--- config.mk ---
export PLATFORM = sky130hd
export DESIGN_NAME = supply_slot_sequencer
export DESIGN_NICKNAME = d
export VERILOG_FILES = /design/src/rtl/seq_pkg.sv /design/src/rtl/supply_slot_sequencer.sv
export SDC_FILE = /design/constraint.sdc
export NUM_CORES = 1
export LEC_CHECK = 0
export ABC_AREA = 1
export BUFFER_PORTS_ARGS = -buffer_cell sky130_fd_sc_hd__buf_4
export CORE_ASPECT_RATIO = 0.8
export CORE_MARGIN = 4
export CORE_UTILIZATION = 30
export CTS_CLUSTER_SIZE = 30
export DETAILED_ROUTE_END_ITERATION = 10
export SLEW_MARGIN = 20
export SYNTH_ARGS = -nofsm -noshare
export SYNTH_HDL_FRONTEND = slang
export SYNTH_SLANG_ARGS = --single-unit
export TNS_END_PERCENT = 10
--- constraint.sdc ---
create_clock -name clock_in -period 11.38 [get_ports clock_in]
set_input_delay 0 -clock clock_in [delete_from_list [all_inputs] [get_ports clock_in]]
set_output_delay 0 -clock clock_in [all_outputs]
set_load 0.02 [all_outputs]
--- src/rtl/seq_pkg.sv ---
package seq_pkg;

  localparam int NUM_IDS   = 32;
  localparam int SLOT_W    = 5;
  localparam int NUM_REGS  = 11;
  localparam int NUM_GPO   = 5;
  // id map: 0..10 regulators, 11..20 gpo rise/fall pairs, 21 wait, 22 pd
  localparam int ID_GPO_BASE = 11;
  localparam int ID_WAIT     = 21;
  localparam int ID_PD       = 22;

  // register map, word-indexed plain port
  localparam logic [7:0] ADDR_CTRL      = 8'h00;
  localparam logic [7:0] ADDR_PTRS      = 8'h01;
  localparam logic [7:0] ADDR_TIMER     = 8'h02;
  localparam logic [7:0] ADDR_SEQCTL    = 8'h03;
  localparam logic [7:0] ADDR_KEEPON    = 8'h04;
  localparam logic [7:0] ADDR_PINCTL    = 8'h05;
  localparam logic [7:0] ADDR_STATUS    = 8'h06;
  localparam logic [7:0] ADDR_OUTS      = 8'h07;
  localparam logic [7:0] ADDR_TIMER_DEF = 8'h08;
  localparam logic [7:0] ADDR_SLOT_BASE = 8'h20;

  // control register bit positions
  localparam int CTRL_DOM1       = 0;
  localparam int CTRL_DOM2       = 1;
  localparam int CTRL_DOM3       = 2;
  localparam int CTRL_AUTO_BOOT  = 3;
  localparam int CTRL_DEF_SLOT   = 4;
  localparam int CTRL_STANDBY    = 5;
  localparam int CTRL_SHUTDOWN   = 6;
  localparam int CTRL_RES_BEFORE = 7;
  localparam int CTRL_FB_CFG     = 8;
  localparam int CTRL_DONE_EN    = 9;

  localparam logic [9:0] CTRL_RESET = 10'h018;

  // timing: one unit of delay field = 32 us
  localparam int CLK_MHZ         = 100;
  localparam int UNIT_US         = 32;
  localparam int UNIT_CYC        = UNIT_US * CLK_MHZ;
  localparam int SLOT_DELAY_US   = 128;
  localparam int SLOT_DELAY_MAX_US = 8000;
  localparam logic [7:0] SLOT_DELAY_DEF = 8'(SLOT_DELAY_US / UNIT_US);
  localparam logic [7:0] IDLE_DELAY_DEF = 8'h04;
  localparam logic [7:0] DELAY_MAX =
    8'(SLOT_DELAY_MAX_US / UNIT_US);
  localparam int RESET_TIMER_US  = 1024;
  localparam int RESET_TIMER_CYC = RESET_TIMER_US * CLK_MHZ;

  localparam logic [4:0] DOM1_END_DEF  = 5'h04;
  localparam logic [4:0] DOM2_END_DEF  = 5'h08;
  localparam logic [4:0] DOM3_END_DEF  = 5'h0c;
  localparam logic [4:0] PARTIAL_DOWN_PTR_DEF = 5'h02;

  typedef struct packed {
    logic       write;
    logic       read;
    logic [7:0] addr;
    logic [31:0] wdata;
  } reg_req_t;

  typedef struct packed {
    logic [4:0] dom1_end;
    logic [4:0] dom2_end;
    logic [4:0] dom3_end;
    logic [4:0] partial_down_ptr;
  } ptrs_t;

endpackage : seq_pkg

--- src/rtl/supply_slot_sequencer.sv ---
`timescale 1ns/1ps
// Functional notes
// - all ids sharing a slot are acted on together in one step.
// - empty slot does nothing, waits the idle slot delay only.
// - ids outside slots 0..domain3 end are never sequenced.
// - power-up starts at slot 0; default slot enables, or with seq_ctl bit clear only configures.
// - regulators enabled on power-up select the active voltage setting.
// - default slot enable cleared skips slot 0 entirely.
// - autonomous boot with domain1 enable raises ready then goes to slot 1.
// - without autonomous boot, wait for domain1 enable; a wakeup alone does not start.
// - at domain1 end without domain2 enable, drop ready, maybe done event.
// - after domain1 wait for domain2 enable, raise ready, walk domain2.
// - at domain2 end drop ready unless domain3, done, start watchdog.
// - domain3 enable walks to domain3 end, ready held, done at end.
// - slot delay default 128 us, settable 32 us to 8 ms.
// - delay fields reload from stored defaults when domain1 powers up.
// - power-down walks slots in reverse, ready held, done at target.
// - keep-on supplies move to sleep voltage instead of switching off.
// - pin-controlled regulators keep enable and voltage selection.
// - domain3 clear stops at domain2 end; domain2 clear at domain1 end.
// - domain1 clear goes to slot 0, or partial-down ptr with standby.
// - wakeups accepted only at slot 0 or partial-down pointer.
// - shutdown powers down to slot 0 then forces reset mode.
// - reset-before-down asserts host reset; reset timer releases it.
// - slot array holds 32 sequencer ids.
module supply_slot_sequencer (
  input  wire logic        clock_in,
  input  wire logic        rst_b_in,
  input  wire logic [7:0]  addr_in,
  input  wire logic [31:0] wdata_in,
  input  wire logic        wr_in,
  input  wire logic        rd_in,
  input  wire logic        dom1_pin_in,
  input  wire logic        dom2_pin_in,
  input  wire logic        dom3_pin_in,
  input  wire logic        wakeup_in,
  input  wire logic        alive_in,
  output logic [31:0]      rdata_out,
  output logic [10:0]      reg_enable_out,
  output logic [10:0]      reg_vsel_sleep_out,
  output logic [4:0]       gpo_out,
  output logic             pd_active_out,
  output logic             ready_out,
  output logic             done_event_out,
  output logic             host_reset_b_out,
  output logic             watchdog_start_out,
  output logic             reset_mode_out
);

  typedef enum logic [2:0] {
    ST_HOLD, ST_UP, ST_IDLE, ST_DOWN, ST_RESET
  } state_t;

  //////////////////////////////////////////////////////////////////////////
  // reset release
  logic rst_meta;
  logic rst_b;

  always_ff @(posedge clock_in or negedge rst_b_in)
  begin
    if (!rst_b_in)
    begin
      rst_meta <= 1'b0;
      rst_b    <= 1'b0;
    end
    else
    begin
      rst_meta <= 1'b1;
      rst_b    <= rst_meta;
    end
  end

  //////////////////////////////////////////////////////////////////////////
  // registers
  logic [9:0]  ctrl;
  seq_pkg::ptrs_t ptrs;
  logic [7:0]  slot_delay;
  logic [7:0]  idle_slot_delay;
  logic [7:0]  slot_delay_def;
  logic [7:0]  idle_delay_def;
  logic [10:0] seq_ctl;
  logic [10:0] keep_on;
  logic [10:0] pin_ctl;
  logic [4:0]  slot_of [seq_pkg::NUM_IDS];
  logic        reload_delays;

  state_t      state;
  logic [4:0]  pos;
  logic [4:0]  target;
  logic        shutdown_pend;

  // clamp a delay field to its legal 32 us .. 8 ms range
  function automatic logic [7:0] clamp_delay(input logic [7:0] v);
    if (v == 8'h00)
      return 8'h01;
    else if (v > seq_pkg::DELAY_MAX)
      return seq_pkg::DELAY_MAX;
    else
      return v;
  endfunction : clamp_delay

  // control and pointers; shutdown bit self-clears once taken
  always_ff @(posedge clock_in or negedge rst_b)
  begin
    if (!rst_b)
    begin
      ctrl           <= seq_pkg::CTRL_RESET;
      ptrs           <= {seq_pkg::DOM1_END_DEF, seq_pkg::DOM2_END_DEF,
                         seq_pkg::DOM3_END_DEF, seq_pkg::PARTIAL_DOWN_PTR_DEF};
      seq_ctl        <= 11'h7ff;
      keep_on        <= 11'h000;
      pin_ctl        <= 11'h000;
      slot_delay_def <= seq_pkg::SLOT_DELAY_DEF;
      idle_delay_def <= seq_pkg::IDLE_DELAY_DEF;
    end
    else
    begin
      if (wr_in)
      begin
        case (addr_in)
          seq_pkg::ADDR_CTRL:      ctrl <= wdata_in[9:0];
          seq_pkg::ADDR_PTRS:      ptrs <= wdata_in[19:0];
          seq_pkg::ADDR_SEQCTL:    seq_ctl <= wdata_in[10:0];
          seq_pkg::ADDR_KEEPON:    keep_on <= wdata_in[10:0];
          seq_pkg::ADDR_PINCTL:    pin_ctl <= wdata_in[10:0];
          seq_pkg::ADDR_TIMER_DEF:
          begin
            slot_delay_def <= clamp_delay(wdata_in[7:0]);
            idle_delay_def <= clamp_delay(wdata_in[15:8]);
          end
          default: ;
        endcase
      end
      if (shutdown_pend)
        ctrl[seq_pkg::CTRL_SHUTDOWN] <= 1'b0;
    end
  end

  // live delay fields, reloaded from defaults at each domain1 start
  always_ff @(posedge clock_in or negedge rst_b)
  begin
    if (!rst_b)
    begin
      slot_delay      <= seq_pkg::SLOT_DELAY_DEF;
      idle_slot_delay <= seq_pkg::IDLE_DELAY_DEF;
    end
    else if (reload_delays)
    begin
      slot_delay      <= slot_delay_def;
      idle_slot_delay <= idle_delay_def;
    end
    else if (wr_in && addr_in == seq_pkg::ADDR_TIMER)
    begin
      slot_delay      <= clamp_delay(wdata_in[7:0]);
      idle_slot_delay <= clamp_delay(wdata_in[15:8]);
    end
  end

  // slot pointer array
  always_ff @(posedge clock_in or negedge rst_b)
  begin
    if (!rst_b)
    begin
      for (int i = 0; i < seq_pkg::NUM_IDS; i++)
        slot_of[i] <= 5'h1f;
    end
    else if (wr_in && addr_in[7:5] == seq_pkg::ADDR_SLOT_BASE[7:5])
      slot_of[addr_in[4:0]] <= wdata_in[4:0];
  end

  //////////////////////////////////////////////////////////////////////////
  // domain enables: pin or register
  logic dom1_en;
  logic dom2_en;
  logic dom3_en;
  assign dom1_en = ctrl[seq_pkg::CTRL_DOM1] | dom1_pin_in;
  assign dom2_en = ctrl[seq_pkg::CTRL_DOM2] | dom2_pin_in;
  assign dom3_en = ctrl[seq_pkg::CTRL_DOM3] | dom3_pin_in;

  // desired resting slot from enables
  logic [4:0] want;
  always_comb
  begin
    if (ctrl[seq_pkg::CTRL_SHUTDOWN] || shutdown_pend || !dom1_en)
      want = (ctrl[seq_pkg::CTRL_STANDBY] && !shutdown_pend &&
              !ctrl[seq_pkg::CTRL_SHUTDOWN]) ? ptrs.partial_down_ptr : 5'h00;
    else if (!dom2_en)
      want = ptrs.dom1_end;
    else if (!dom3_en)
      want = ptrs.dom2_end;
    else
      want = ptrs.dom3_end;
  end

  // which ids sit in the slot being processed
  logic [seq_pkg::NUM_IDS-1:0] hit;
  logic slot_empty;
  generate
    for (genvar g = 0; g < seq_pkg::NUM_IDS; g++)
    begin : g_hit
      assign hit[g] = (slot_of[g] == pos) &&
                      (slot_of[g] <= ptrs.dom3_end);
    end
  endgenerate
  assign slot_empty = (hit == '0);

  //////////////////////////////////////////////////////////////////////////
  // step timer: one unit pulse per 32 us, then delay count
  logic [11:0] unit_cnt;
  logic        unit_tick;
  logic [7:0]  delay_cnt;
  logic        step_go;
  logic        step_due;
  logic        moving;

  assign moving    = (state == ST_UP) || (state == ST_DOWN);
  assign unit_tick = (unit_cnt == 12'(seq_pkg::UNIT_CYC - 1));
  assign step_due  = moving && unit_tick && (delay_cnt <= 8'h01);

  always_ff @(posedge clock_in or negedge rst_b)
  begin
    if (!rst_b)
      unit_cnt <= 12'h000;
    else if (!moving || unit_tick)
      unit_cnt <= 12'h000;
    else
      unit_cnt <= unit_cnt + 12'h001;
  end

  // reload with slot or idle delay after each step
  always_ff @(posedge clock_in or negedge rst_b)
  begin
    if (!rst_b)
      delay_cnt <= 8'h00;
    else if (step_go)
      delay_cnt <= slot_empty ? idle_slot_delay : slot_delay;
    else if (moving && unit_tick && delay_cnt != 8'h00)
      delay_cnt <= delay_cnt - 8'h01;
  end

  //////////////////////////////////////////////////////////////////////////
  // sequencer walk
  logic at_rest;
  logic wake_ok;
  assign at_rest = (pos == 5'h00) || (pos == ptrs.partial_down_ptr);
  assign wake_ok = (state == ST_HOLD) && at_rest && wakeup_in;
  assign step_go = step_due;

  always_ff @(posedge clock_in or negedge rst_b)
  begin
    if (!rst_b)
    begin
      state         <= ST_HOLD;
      pos           <= 5'h00;
      target        <= 5'h00;
      shutdown_pend <= 1'b0;
      reload_delays <= 1'b0;
    end
    else
    begin
      reload_delays <= 1'b0;
      if (ctrl[seq_pkg::CTRL_SHUTDOWN])
        shutdown_pend <= 1'b1;
      case (state)
        ST_HOLD:
        begin
          if (dom1_en && (ctrl[seq_pkg::CTRL_AUTO_BOOT] ||
              dom1_pin_in || wake_ok || ctrl[seq_pkg::CTRL_DOM1]))
          begin
            state         <= ST_UP;
            target        <= want;
            reload_delays <= 1'b1;
          end
        end
        ST_IDLE:
        begin
          if (shutdown_pend || want < pos)
          begin
            state  <= ST_DOWN;
            target <= shutdown_pend ? 5'h00 : want;
          end
          else if (want > pos)
          begin
            state  <= ST_UP;
            target <= want;
          end
        end
        ST_UP:
        begin
          if (step_go)
          begin
            if (pos >= target)
              state <= ST_IDLE;
            else
              pos <= pos + 5'h01;
          end
        end
        ST_DOWN:
        begin
          if (step_go)
          begin
            if (pos <= target)
            begin
              state <= shutdown_pend ? ST_RESET :
                       (pos == 5'h00 || pos == ptrs.partial_down_ptr) ?
                       ST_HOLD : ST_IDLE;
              shutdown_pend <= 1'b0;
            end
            else
              pos <= pos - 5'h01;
          end
        end
        ST_RESET:
          state <= ST_RESET; // only a reset leaves
        default:
          state <= ST_HOLD;
      endcase
    end
  end

  //////////////////////////////////////////////////////////////////////////
  // per-id actions when a slot is processed
  logic slot_live;
  // a partial power-down stops short of its end slot, which stays on
  assign slot_live = step_go &&
                     (pos != 5'h00 || ctrl[seq_pkg::CTRL_DEF_SLOT]) &&
                     !(state == ST_DOWN && pos == target &&
                       pos != 5'h00);

  always_ff @(posedge clock_in or negedge rst_b)
  begin
    if (!rst_b)
    begin
      reg_enable_out     <= 11'h000;
      reg_vsel_sleep_out <= 11'h000;
      gpo_out            <= 5'h00;
      pd_active_out      <= 1'b0;
    end
    else if (slot_live)
    begin
      for (int i = 0; i < seq_pkg::NUM_REGS; i++)
      begin
        if (hit[i] && !pin_ctl[i])
        begin
          if (state == ST_UP)
          begin
            if (seq_ctl[i] || pos != 5'h00)
              reg_enable_out[i] <= 1'b1;
            reg_vsel_sleep_out[i] <= 1'b0;
          end
          else if (keep_on[i])
            reg_vsel_sleep_out[i] <= 1'b1;
          else
            reg_enable_out[i] <= 1'b0;
        end
      end
      for (int k = 0; k < seq_pkg::NUM_GPO; k++)
      begin
        if (hit[seq_pkg::ID_GPO_BASE + 2 * k])
          gpo_out[k] <= (state == ST_UP);
        if (hit[seq_pkg::ID_GPO_BASE + 2 * k + 1])
          gpo_out[k] <= (state != ST_UP);
      end
      if (hit[seq_pkg::ID_PD])
        pd_active_out <= (state != ST_UP);
    end
  end

  //////////////////////////////////////////////////////////////////////////
  // ready, done event, watchdog start
  logic finishing;
  assign finishing = step_go && moving &&
                     ((state == ST_UP && pos >= target) ||
                      (state == ST_DOWN && pos <= target));

  always_ff @(posedge clock_in or negedge rst_b)
  begin
    if (!rst_b)
    begin
      ready_out          <= 1'b0;
      done_event_out     <= 1'b0;
      watchdog_start_out <= 1'b0;
    end
    else
    begin
      done_event_out     <= finishing &&
                            ctrl[seq_pkg::CTRL_DONE_EN];
      watchdog_start_out <= finishing && state == ST_UP &&
                            pos == ptrs.dom2_end;
      if (finishing)
        ready_out <= 1'b0;
      else if (moving)
        ready_out <= ctrl[seq_pkg::CTRL_FB_CFG];
    end
  end

  //////////////////////////////////////////////////////////////////////////
  // host reset: asserted before any power-down, timed release on power-up
  logic [16:0] rst_timer;
  logic        rst_timing;

  always_ff @(posedge clock_in or negedge rst_b)
  begin
    if (!rst_b)
    begin
      host_reset_b_out <= 1'b0;
      rst_timer        <= 17'h00000;
      rst_timing       <= 1'b1;
      reset_mode_out   <= 1'b0;
    end
    else
    begin
      reset_mode_out <= (state == ST_RESET);
      if (state == ST_IDLE && (shutdown_pend || want < pos) &&
          ctrl[seq_pkg::CTRL_RES_BEFORE])
      begin
        host_reset_b_out <= 1'b0;
        rst_timing       <= 1'b0;
      end
      // any walk up counts as the next power-up, partial ones too
      else if (state == ST_UP && !host_reset_b_out && !rst_timing)
      begin
        rst_timing <= 1'b1;
        rst_timer  <= 17'h00000;
      end
      else if (rst_timing && !host_reset_b_out)
      begin
        if (rst_timer == 17'(seq_pkg::RESET_TIMER_CYC - 1))
          host_reset_b_out <= 1'b1;
        else
          rst_timer <= rst_timer + 17'h00001;
      end
    end
  end

  //////////////////////////////////////////////////////////////////////////
  // read port, data one cycle after strobe
  always_ff @(posedge clock_in or negedge rst_b)
  begin
    if (!rst_b)
      rdata_out <= 32'h0000_0000;
    else if (rd_in)
    begin
      case (addr_in)
        seq_pkg::ADDR_CTRL:      rdata_out <= {22'h0, ctrl};
        seq_pkg::ADDR_PTRS:      rdata_out <= {12'h0, ptrs};
        seq_pkg::ADDR_TIMER:     rdata_out <= {16'h0, idle_slot_delay,
                                               slot_delay};
        seq_pkg::ADDR_TIMER_DEF: rdata_out <= {16'h0, idle_delay_def,
                                               slot_delay_def};
        seq_pkg::ADDR_SEQCTL:    rdata_out <= {21'h0, seq_ctl};
        seq_pkg::ADDR_KEEPON:    rdata_out <= {21'h0, keep_on};
        seq_pkg::ADDR_PINCTL:    rdata_out <= {21'h0, pin_ctl};
        seq_pkg::ADDR_STATUS:    rdata_out <= {24'h0, 3'(state), pos};
        seq_pkg::ADDR_OUTS:      rdata_out <= {5'h0, gpo_out,
                                               reg_vsel_sleep_out,
                                               reg_enable_out};
        default:
        begin
          if (addr_in[7:5] == seq_pkg::ADDR_SLOT_BASE[7:5])
            rdata_out <= {27'h0, slot_of[addr_in[4:0]]};
          else
            rdata_out <= 32'h0000_0000;
        end
      endcase
    end
    else
      rdata_out <= 32'h0000_0000;
  end

endmodule : supply_slot_sequencer

==> results.yml, run 1 <==
synthesis:
  synth_common_cells: "nand2_1, o21ai_0, inv_1"
  synth-xor-area-share_pct: 3.36
  yosysSeqAreaShare_pct: 39.5
  synth_top_family_by_area: "simple AND/OR/NAND/NOR gates"
  synth_compound_area_share_pct: 14.7
  synth_edf_count: 0
  ys_types: 59
  synthSimpleGateAreaFrac_pct: 25.3
  yosys-mux-area-fraction_pct: 0.235
  async_flop_share_pct: 100
  ys_seq_elements: 370
  synth.most_common_cell: "nand2_1"
  yosysWarnings: 0
  postSynthAreaPerCell_um2: 7.61
  synthCells: 3153
  ys_top_cells_by_area: "dfstp_2, dfrtp_1, nand2_1"
  synth.largest_area_cell: "dfstp_2"
  synth.top_cell.area_share_pct: 20.0
  synth_flop_cell: "dfrtp_1"
  synth_fa_ha_area_share_pct: 9.31
  synth_area_mm2: 0.0240
floorplanning:
  ios: 114
  die_w_um: 324
  start_util_pct: 30.4
  die_height_um: 261
  core-area_mm2: 0.0791
  num_rows: 92
  design.die.area_mm2: 0.0846
grt:
  track_usage_pct: 20.4
  grt_max_degree: 76
  grt_pass1_wl_mm: 132
  grt_pass1_vias: 20600
  grt-ovfl-total: 0
  grt_antenna_before_repair: 2
timing:
  slew_headroom_pct: 20.1
  rsz0062_at_grt: "false"
  setup_viol: 0
  slew_violations: 0
  finalHoldViolations: 0
  period_minus_slack_ns: 3.87
  fin_worst_hold_slack_ns: 0.0600
  worst_slew_pin_slew_ns: 1.19
  skew_ns: 0.0294
  setup_tns_ns: 0
  max_freq_mhz: 258
  fin_crit_sh_pct: 34.0
layout:
  seq_area_mm2: 0.00950
  area_growth_pct: 14.4
  drive_gt1_share_pct: 14.5
  nFillCells: 8227
  multiInputGateArea_mm2: 0.0127
  nNetsFinal: 3484
  fin_cells: 4322
  diodes: 0
cts:
  cts_buffers: 41
  cts_root_buf: "clkbuf_16"
  htreeDepth: 2
  holdBufCountCts: 29
  post_cts_buffers: 0
  ctsResizeCount: 0
  cts_tree: "done"
  path_clk_slew_ns: 0.06
  cts_buffer_depth: 3
  cts_sinks: 370
  clk_latency_ns: 0.58
placement:
  dp.cells: 4219
  place.gp.congestion: 0.927
  portBuffers: 94
  hpwl_mm: 58.6
routing:
  route.detailed.drc: 0
  drt-initial-drc-count: 3184
  drt_first_pass_iters: 6
  vias: 22600
  wl_per_cell_um: 20.2
  wl_mm: 87.4
  ant_nets: 0
  vias_per_cell: 5.23
setup_path:
  worst-path-max-fanout: 18
  worstRegToRegCells: 14
  worstPathCellList: "nor2_1 -> a211oi_1 -> o32ai_1 -> ha_1 -> a21o_1 -> nor3_1 -> nor2_1 -> nor2_1 -> nand2_1 -> nand3_4 -> inv_2 -> nand3_1 -> nand2_1 -> a21oi_1"
  worst-r2r-setup-slack_ns: 7.51
  start_kind: "flip-flop"
  cp.required_ns: 11.88
  end_kind: "flip-flop"
  crit_type: "flip-flop to flip-flop"
  crit_path_max_incr_delay_ns: 0.49
  critPathArrivalTime_ns: 4.37
  slowest_stage: "nor2_1"
  r2r_end: "rst_timer[6]"
  worst_path_most_repeated_cell: "nor2_1"
  r2r_start: "ctrl[2]"
job:
  cap_violations: 0
hold_path:
  hold_depth: 5
  min_from: "addr_in[3]"
  holdPathEnd: "slot_of[5]"
  hold_path_class: "input port to flip-flop"
power_and_ir_drop:
  power.density_mw_per_mm2: 122
  irDropWorstVdd_mv: 0.0919
  power.leakage_nw: 12.1
  total_power_w: 0.00335
outcome:
  status: "complete, no violations"
## flip-flops by register name, indices dropped and copies added (netlist names), 10 cells and up
register            cells
reg_vsel_sleep_out     11
unit_cnt               12
rst_timer              17
seq_ctl                11
pin_ctl                11
reg_enable_out         11
ptrs                   20
ctrl                   10
rdata_out              27
keep_on                11
slot_of               160
## area by class of cell
type                            instances  share of cell area (%)
Tap cell                             1034                    4.71
Multi-Input combinational cell       2342                    46.3
Timing Repair Buffer                  160                    4.64
Sequential cell                       370                    34.6
Clock inverter                         10                   0.693
Inverter                              342                    4.68
Clock buffer                           64                    4.42
## critical path, delay by kind of cell, from the launching register on
| family | cells | cell delay [ns] |
|---|---|---|
| and+or+nand+nor | 8 | 1.93 |
| AOI/OAI and AO/OA | 4 | 0.95 |
| DFF | 1 | 0.44 |
| adders and majority gates | 1 | 0.35 |
| buffers and inverters | 1 | 0.12 |
## cell usage in the layout (no fill, tap or decap), types with 20 or more instances in the layout
| cell type | netlist | routed |
|---|---|---|
| inv_1 | 319 | 315 |
| inv_2 | 16 | 20 |
| o21ai_1 | 24 | 24 |
| dlygate4sd3_1 | 0 | 29 |
| xnor2_1 | 77 | 77 |
| clkbuf_16 | 0 | 42 |
| nand4_1 | 33 | 33 |
| a221oi_1 | 35 | 35 |
| o21ai_0 | 322 | 322 |
| o22ai_1 | 34 | 34 |
| a21oi_1 | 91 | 91 |
| nand2_2 | 28 | 28 |
| nor3_1 | 27 | 27 |
| dfrtp_1 | 187 | 181 |
| nor2_1 | 203 | 202 |
| nand2_1 | 978 | 978 |
| buf_4 | 22 | 131 |
| dfstp_2 | 183 | 183 |
| ha_1 | 177 | 177 |
| nand3_1 | 127 | 127 |
## where the power goes
part	switching [W]	internal (W)
logic	0.000295	0.000160
registers	0.0000630	0.00139
clock network	0.000586	0.000847
total	0.000943	0.00240
## metrics by stage
step / utilization (%) / worst slack (ns) / cell area (um^2)
detailed placement: 32.6 / 7.63 / 25800
global route: 34.7 / 7.18 / 27500
global placement: 32.6 / 7.66 / 25800
floorplan: - / 0.624 / 24000
finish: 34.7 / 7.51 / 27500
CTS: 34.7 / 7.60 / 27500
## how the worst max path moves through the flow
| stage | startpoint | endpoint | slack [ns] | depth (start not counted) |
|---|---|---|---|---|
| 2_1_floorplan | rst_b | ctrl[0] | 0.62 | 0 |
| 3_3_place_gp | ctrl[2] | rst_timer[6] | 7.66 | 14 |
| 3_5_place_dp | ctrl[2] | rst_timer[6] | 7.63 | 14 |
| 4_1_cts | ctrl[2] | rst_timer[6] | 7.60 | 14 |
| 5_1_grt | ctrl[2] | rst_timer[6] | 7.18 | 15 |
| 6_report | ctrl[2] | rst_timer[6] | 7.51 | 14 |
## logic make-up after synthesis
kind of cell	count (synthesis)
AO/OA/AOI/OAI	611
XOR/XNOR	92
adder cells (fa/ha/maj)	178
buffers and inverters	445
flip-flops	370
multiplexers	5
other	2
AND/OR/NAND/NOR	1450
## routing by layer
metal  part of all wire [%]  up-vias  routed length, um  global-route usage (%)
met5                  0.014        -                 12                       0
li1                       -    10600                  -                       -
met2                     40     1193              35300                    29.1
met1                     45    10600              39600                    30.6
met3                     12      158              10200                    5.08
met4                    2.6        2               2240                    5.10
No activity file was read; power rests on OpenSTA's default activity.
==> run 2: changes to the inputs <==
- clock period: 11.38 -> 3.82 ns (I/O delays scaled with it)
==> results.yml, run 2 (synthesis gave the netlist of run 1 again) <==
outcome:
  status: "complete, no violations"
cts:
  cts_root_buf: "clkbuf_16"
  post_cts_buffers: 0
  cts_tree: "done"
  cts_sinks: 370
  htreeDepth: 2
  cts_buffers: 43
  path_clk_slew_ns: 0.06
  clk_latency_ns: 0.59
  cts_buffer_depth: 3
hold_path:
  hold_depth: 5
  hold_path_class: "input port to flip-flop"
job:
  cap_violations: 0
setup_path:
  worstPathCellList: "nor2_1 -> a211oi_1 -> o32ai_1 -> ha_1 -> nand2_1 -> a21oi_1 -> nor3_1 -> nor2_1 -> nor2_2 -> nand2_1 -> nand3_4 -> inv_2 -> nand3_1 -> nand2_1 -> a21oi_1"
  cp.buffers_inverters: 1
  crit_type: "flip-flop to flip-flop"
  end_kind: "flip-flop"
  cp.required_ns: 4.32
  cp_top_family: "simple AND/OR/NAND/NOR gates"
  start_kind: "flip-flop"
  worst-path-max-fanout: 18
  crit_path_max_incr_delay_ns: 0.49
  worstRegToRegCells: 15
  slowest_stage: "o32ai_1"
  crit_cells: 15
  worst-r2r-setup-slack_ns: 0.49
  critPathArrivalTime_ns: 3.83
  worst_path_most_repeated_cell: "nand2_1"
floorplanning:
  ios: 114
  design.die.area_mm2: 0.0846
  die_w_um: 324
  die_height_um: 261
  num_rows: 92
  start_util_pct: 30.4
  core-area_mm2: 0.0791
placement:
  dp.cells: 4246
  hpwl_mm: 61.3
  place.gp.congestion: 0.958
  portBuffers: 94
grt:
  grt_pass1_vias: 21200
  grt_max_degree: 78
  grt_pass1_wl_mm: 133
  track_usage_pct: 20.5
  grt_antenna_before_repair: 3
  grt-ovfl-total: 0
routing:
  vias_per_cell: 5.20
  route.detailed.drc: 0
  drt-initial-drc-count: 2940
  wl_per_cell_um: 20.2
  vias: 22700
  wl_mm: 88.2
  ant_nets: 0
  drt_first_pass_iters: 8
timing:
  slew_violations: 0
  fin_crit_sh_pct: 87.2
  max_freq_mhz: 300
  worst_slew_pin_slew_ns: 0.943
  setup_tns_ns: 0
  skew_ns: 0.0184
  setup_viol: 0
  rsz0062_at_grt: "false"
  finalHoldViolations: 0
  slew_headroom_pct: 36.8
  period_minus_slack_ns: 3.33
power_and_ir_drop:
  p_seq_share_pct: 42.8
  switching_power_w: 0.00289
  combPwrFrac_pct: 13.4
  power.density_mw_per_mm2: 366
  pwr-share-clk_pct: 43.8
  irDropWorstVdd_mv: 0.280
  p_sw_share_pct: 28.3
  power.leakage_nw: 12.3
  p_int_w: 0.00730
layout:
  nNetsFinal: 3513
  reg.largest.list: "slot_of: 160 flops, rdata_out: 27 flops, ptrs: 20 flops"
  layout_common_cells: "nand2_1, o21ai_0, inv_1"
  drive_gt1_share_pct: 15.6
  fin_cells: 4357
  layout_commonest_cell: "nand2_1"
  largest-register: "slot_of"
  area_growth_pct: 16.0
  largest_reg_flops: 160
[run 2: cell count changes in the layout (fill, tap and decap cells not counted), sizes merged]
cell,delta
clkbuf,-1
clkinv,+5
diode,+2
buf,+27
inv,+1
clkinvlp,+1
[run 2: worst min-delay path, stage by stage]
cell,delay (ns)
buf_4,0.16
nand2_1,0.08
nor2_1,0.11
nand2_2,0.18
o21ai_0,0.09
[run 2: per-layer routing]
metal	share of wire, %	track usage, %	wire length (um)	up-vias
met1	45	30.1	39700	10600
met4	3.2	6.60	2850	2
met5	0.015	0	13	-
li1	-	-	-	10700
met2	41	29.3	35700	1159
met3	11	5.05	9840	199
[run 2: path summary, 6_finish.rpt]
check                      startpoint      endpoint
min reg2reg                  rst_meta         rst_b
min in group asynchronous    rst_b_in      rst_meta
max in group asynchronous       rst_b   slot_of[13]
max reg2reg                   ctrl[1]  rst_timer[6]
max                           ctrl[1]  rst_timer[6]
min                        addr_in[3]    slot_of[8]
[run 2: stage by stage]
stage	util, %	power, W	hold slack, ns	worst slack [ns]	cell area, um^2
finish	35.2	0.0102	0.0517	0.490	27900
global route	35.2	0.0106	0.0652	0.158	27900
CTS	35.2	0.0102	0.00838	0.396	27800
detailed placement	32.9	0.00573	-0.217	0.426	26100
global placement	32.9	0.00570	-0.217	0.548	26100
floorplan	-	0.00527	-0.296	0.274	24000
[run 2: power groups by stage]
stage	logic, W	clock network, W	registers (W)
2_1_floorplan	0.000891	0	0.00438
3_3_place_gp	0.00129	0	0.00441
3_5_place_dp	0.00132	0	0.00441
4_1_cts	0.00135	0.00454	0.00435
5_1_grt	0.00156	0.00469	0.00438
6_report	0.00137	0.00446	0.00436
[run 2: cell type report]
cell class                      instances  area, um^2
Timing Repair Buffer                  187        1560
Antenna cell                            2        5.00
Tap cell                             1034        1290
Clock buffer                           63        1270
Multi-Input combinational cell       2342       12700
Inverter                              342        1280
Sequential cell                       370        9500
Clock inverter                         17         228
Fill cell                            8173       51200
[run 2: what timing repair did]
item | 4_1_cts | 5_1_grt
endpoints found under the setup margin | 0 | 1
hold buffers | 29 | 0
hold endpoints to repair | 122 | 0
resized for setup | 0 | 1
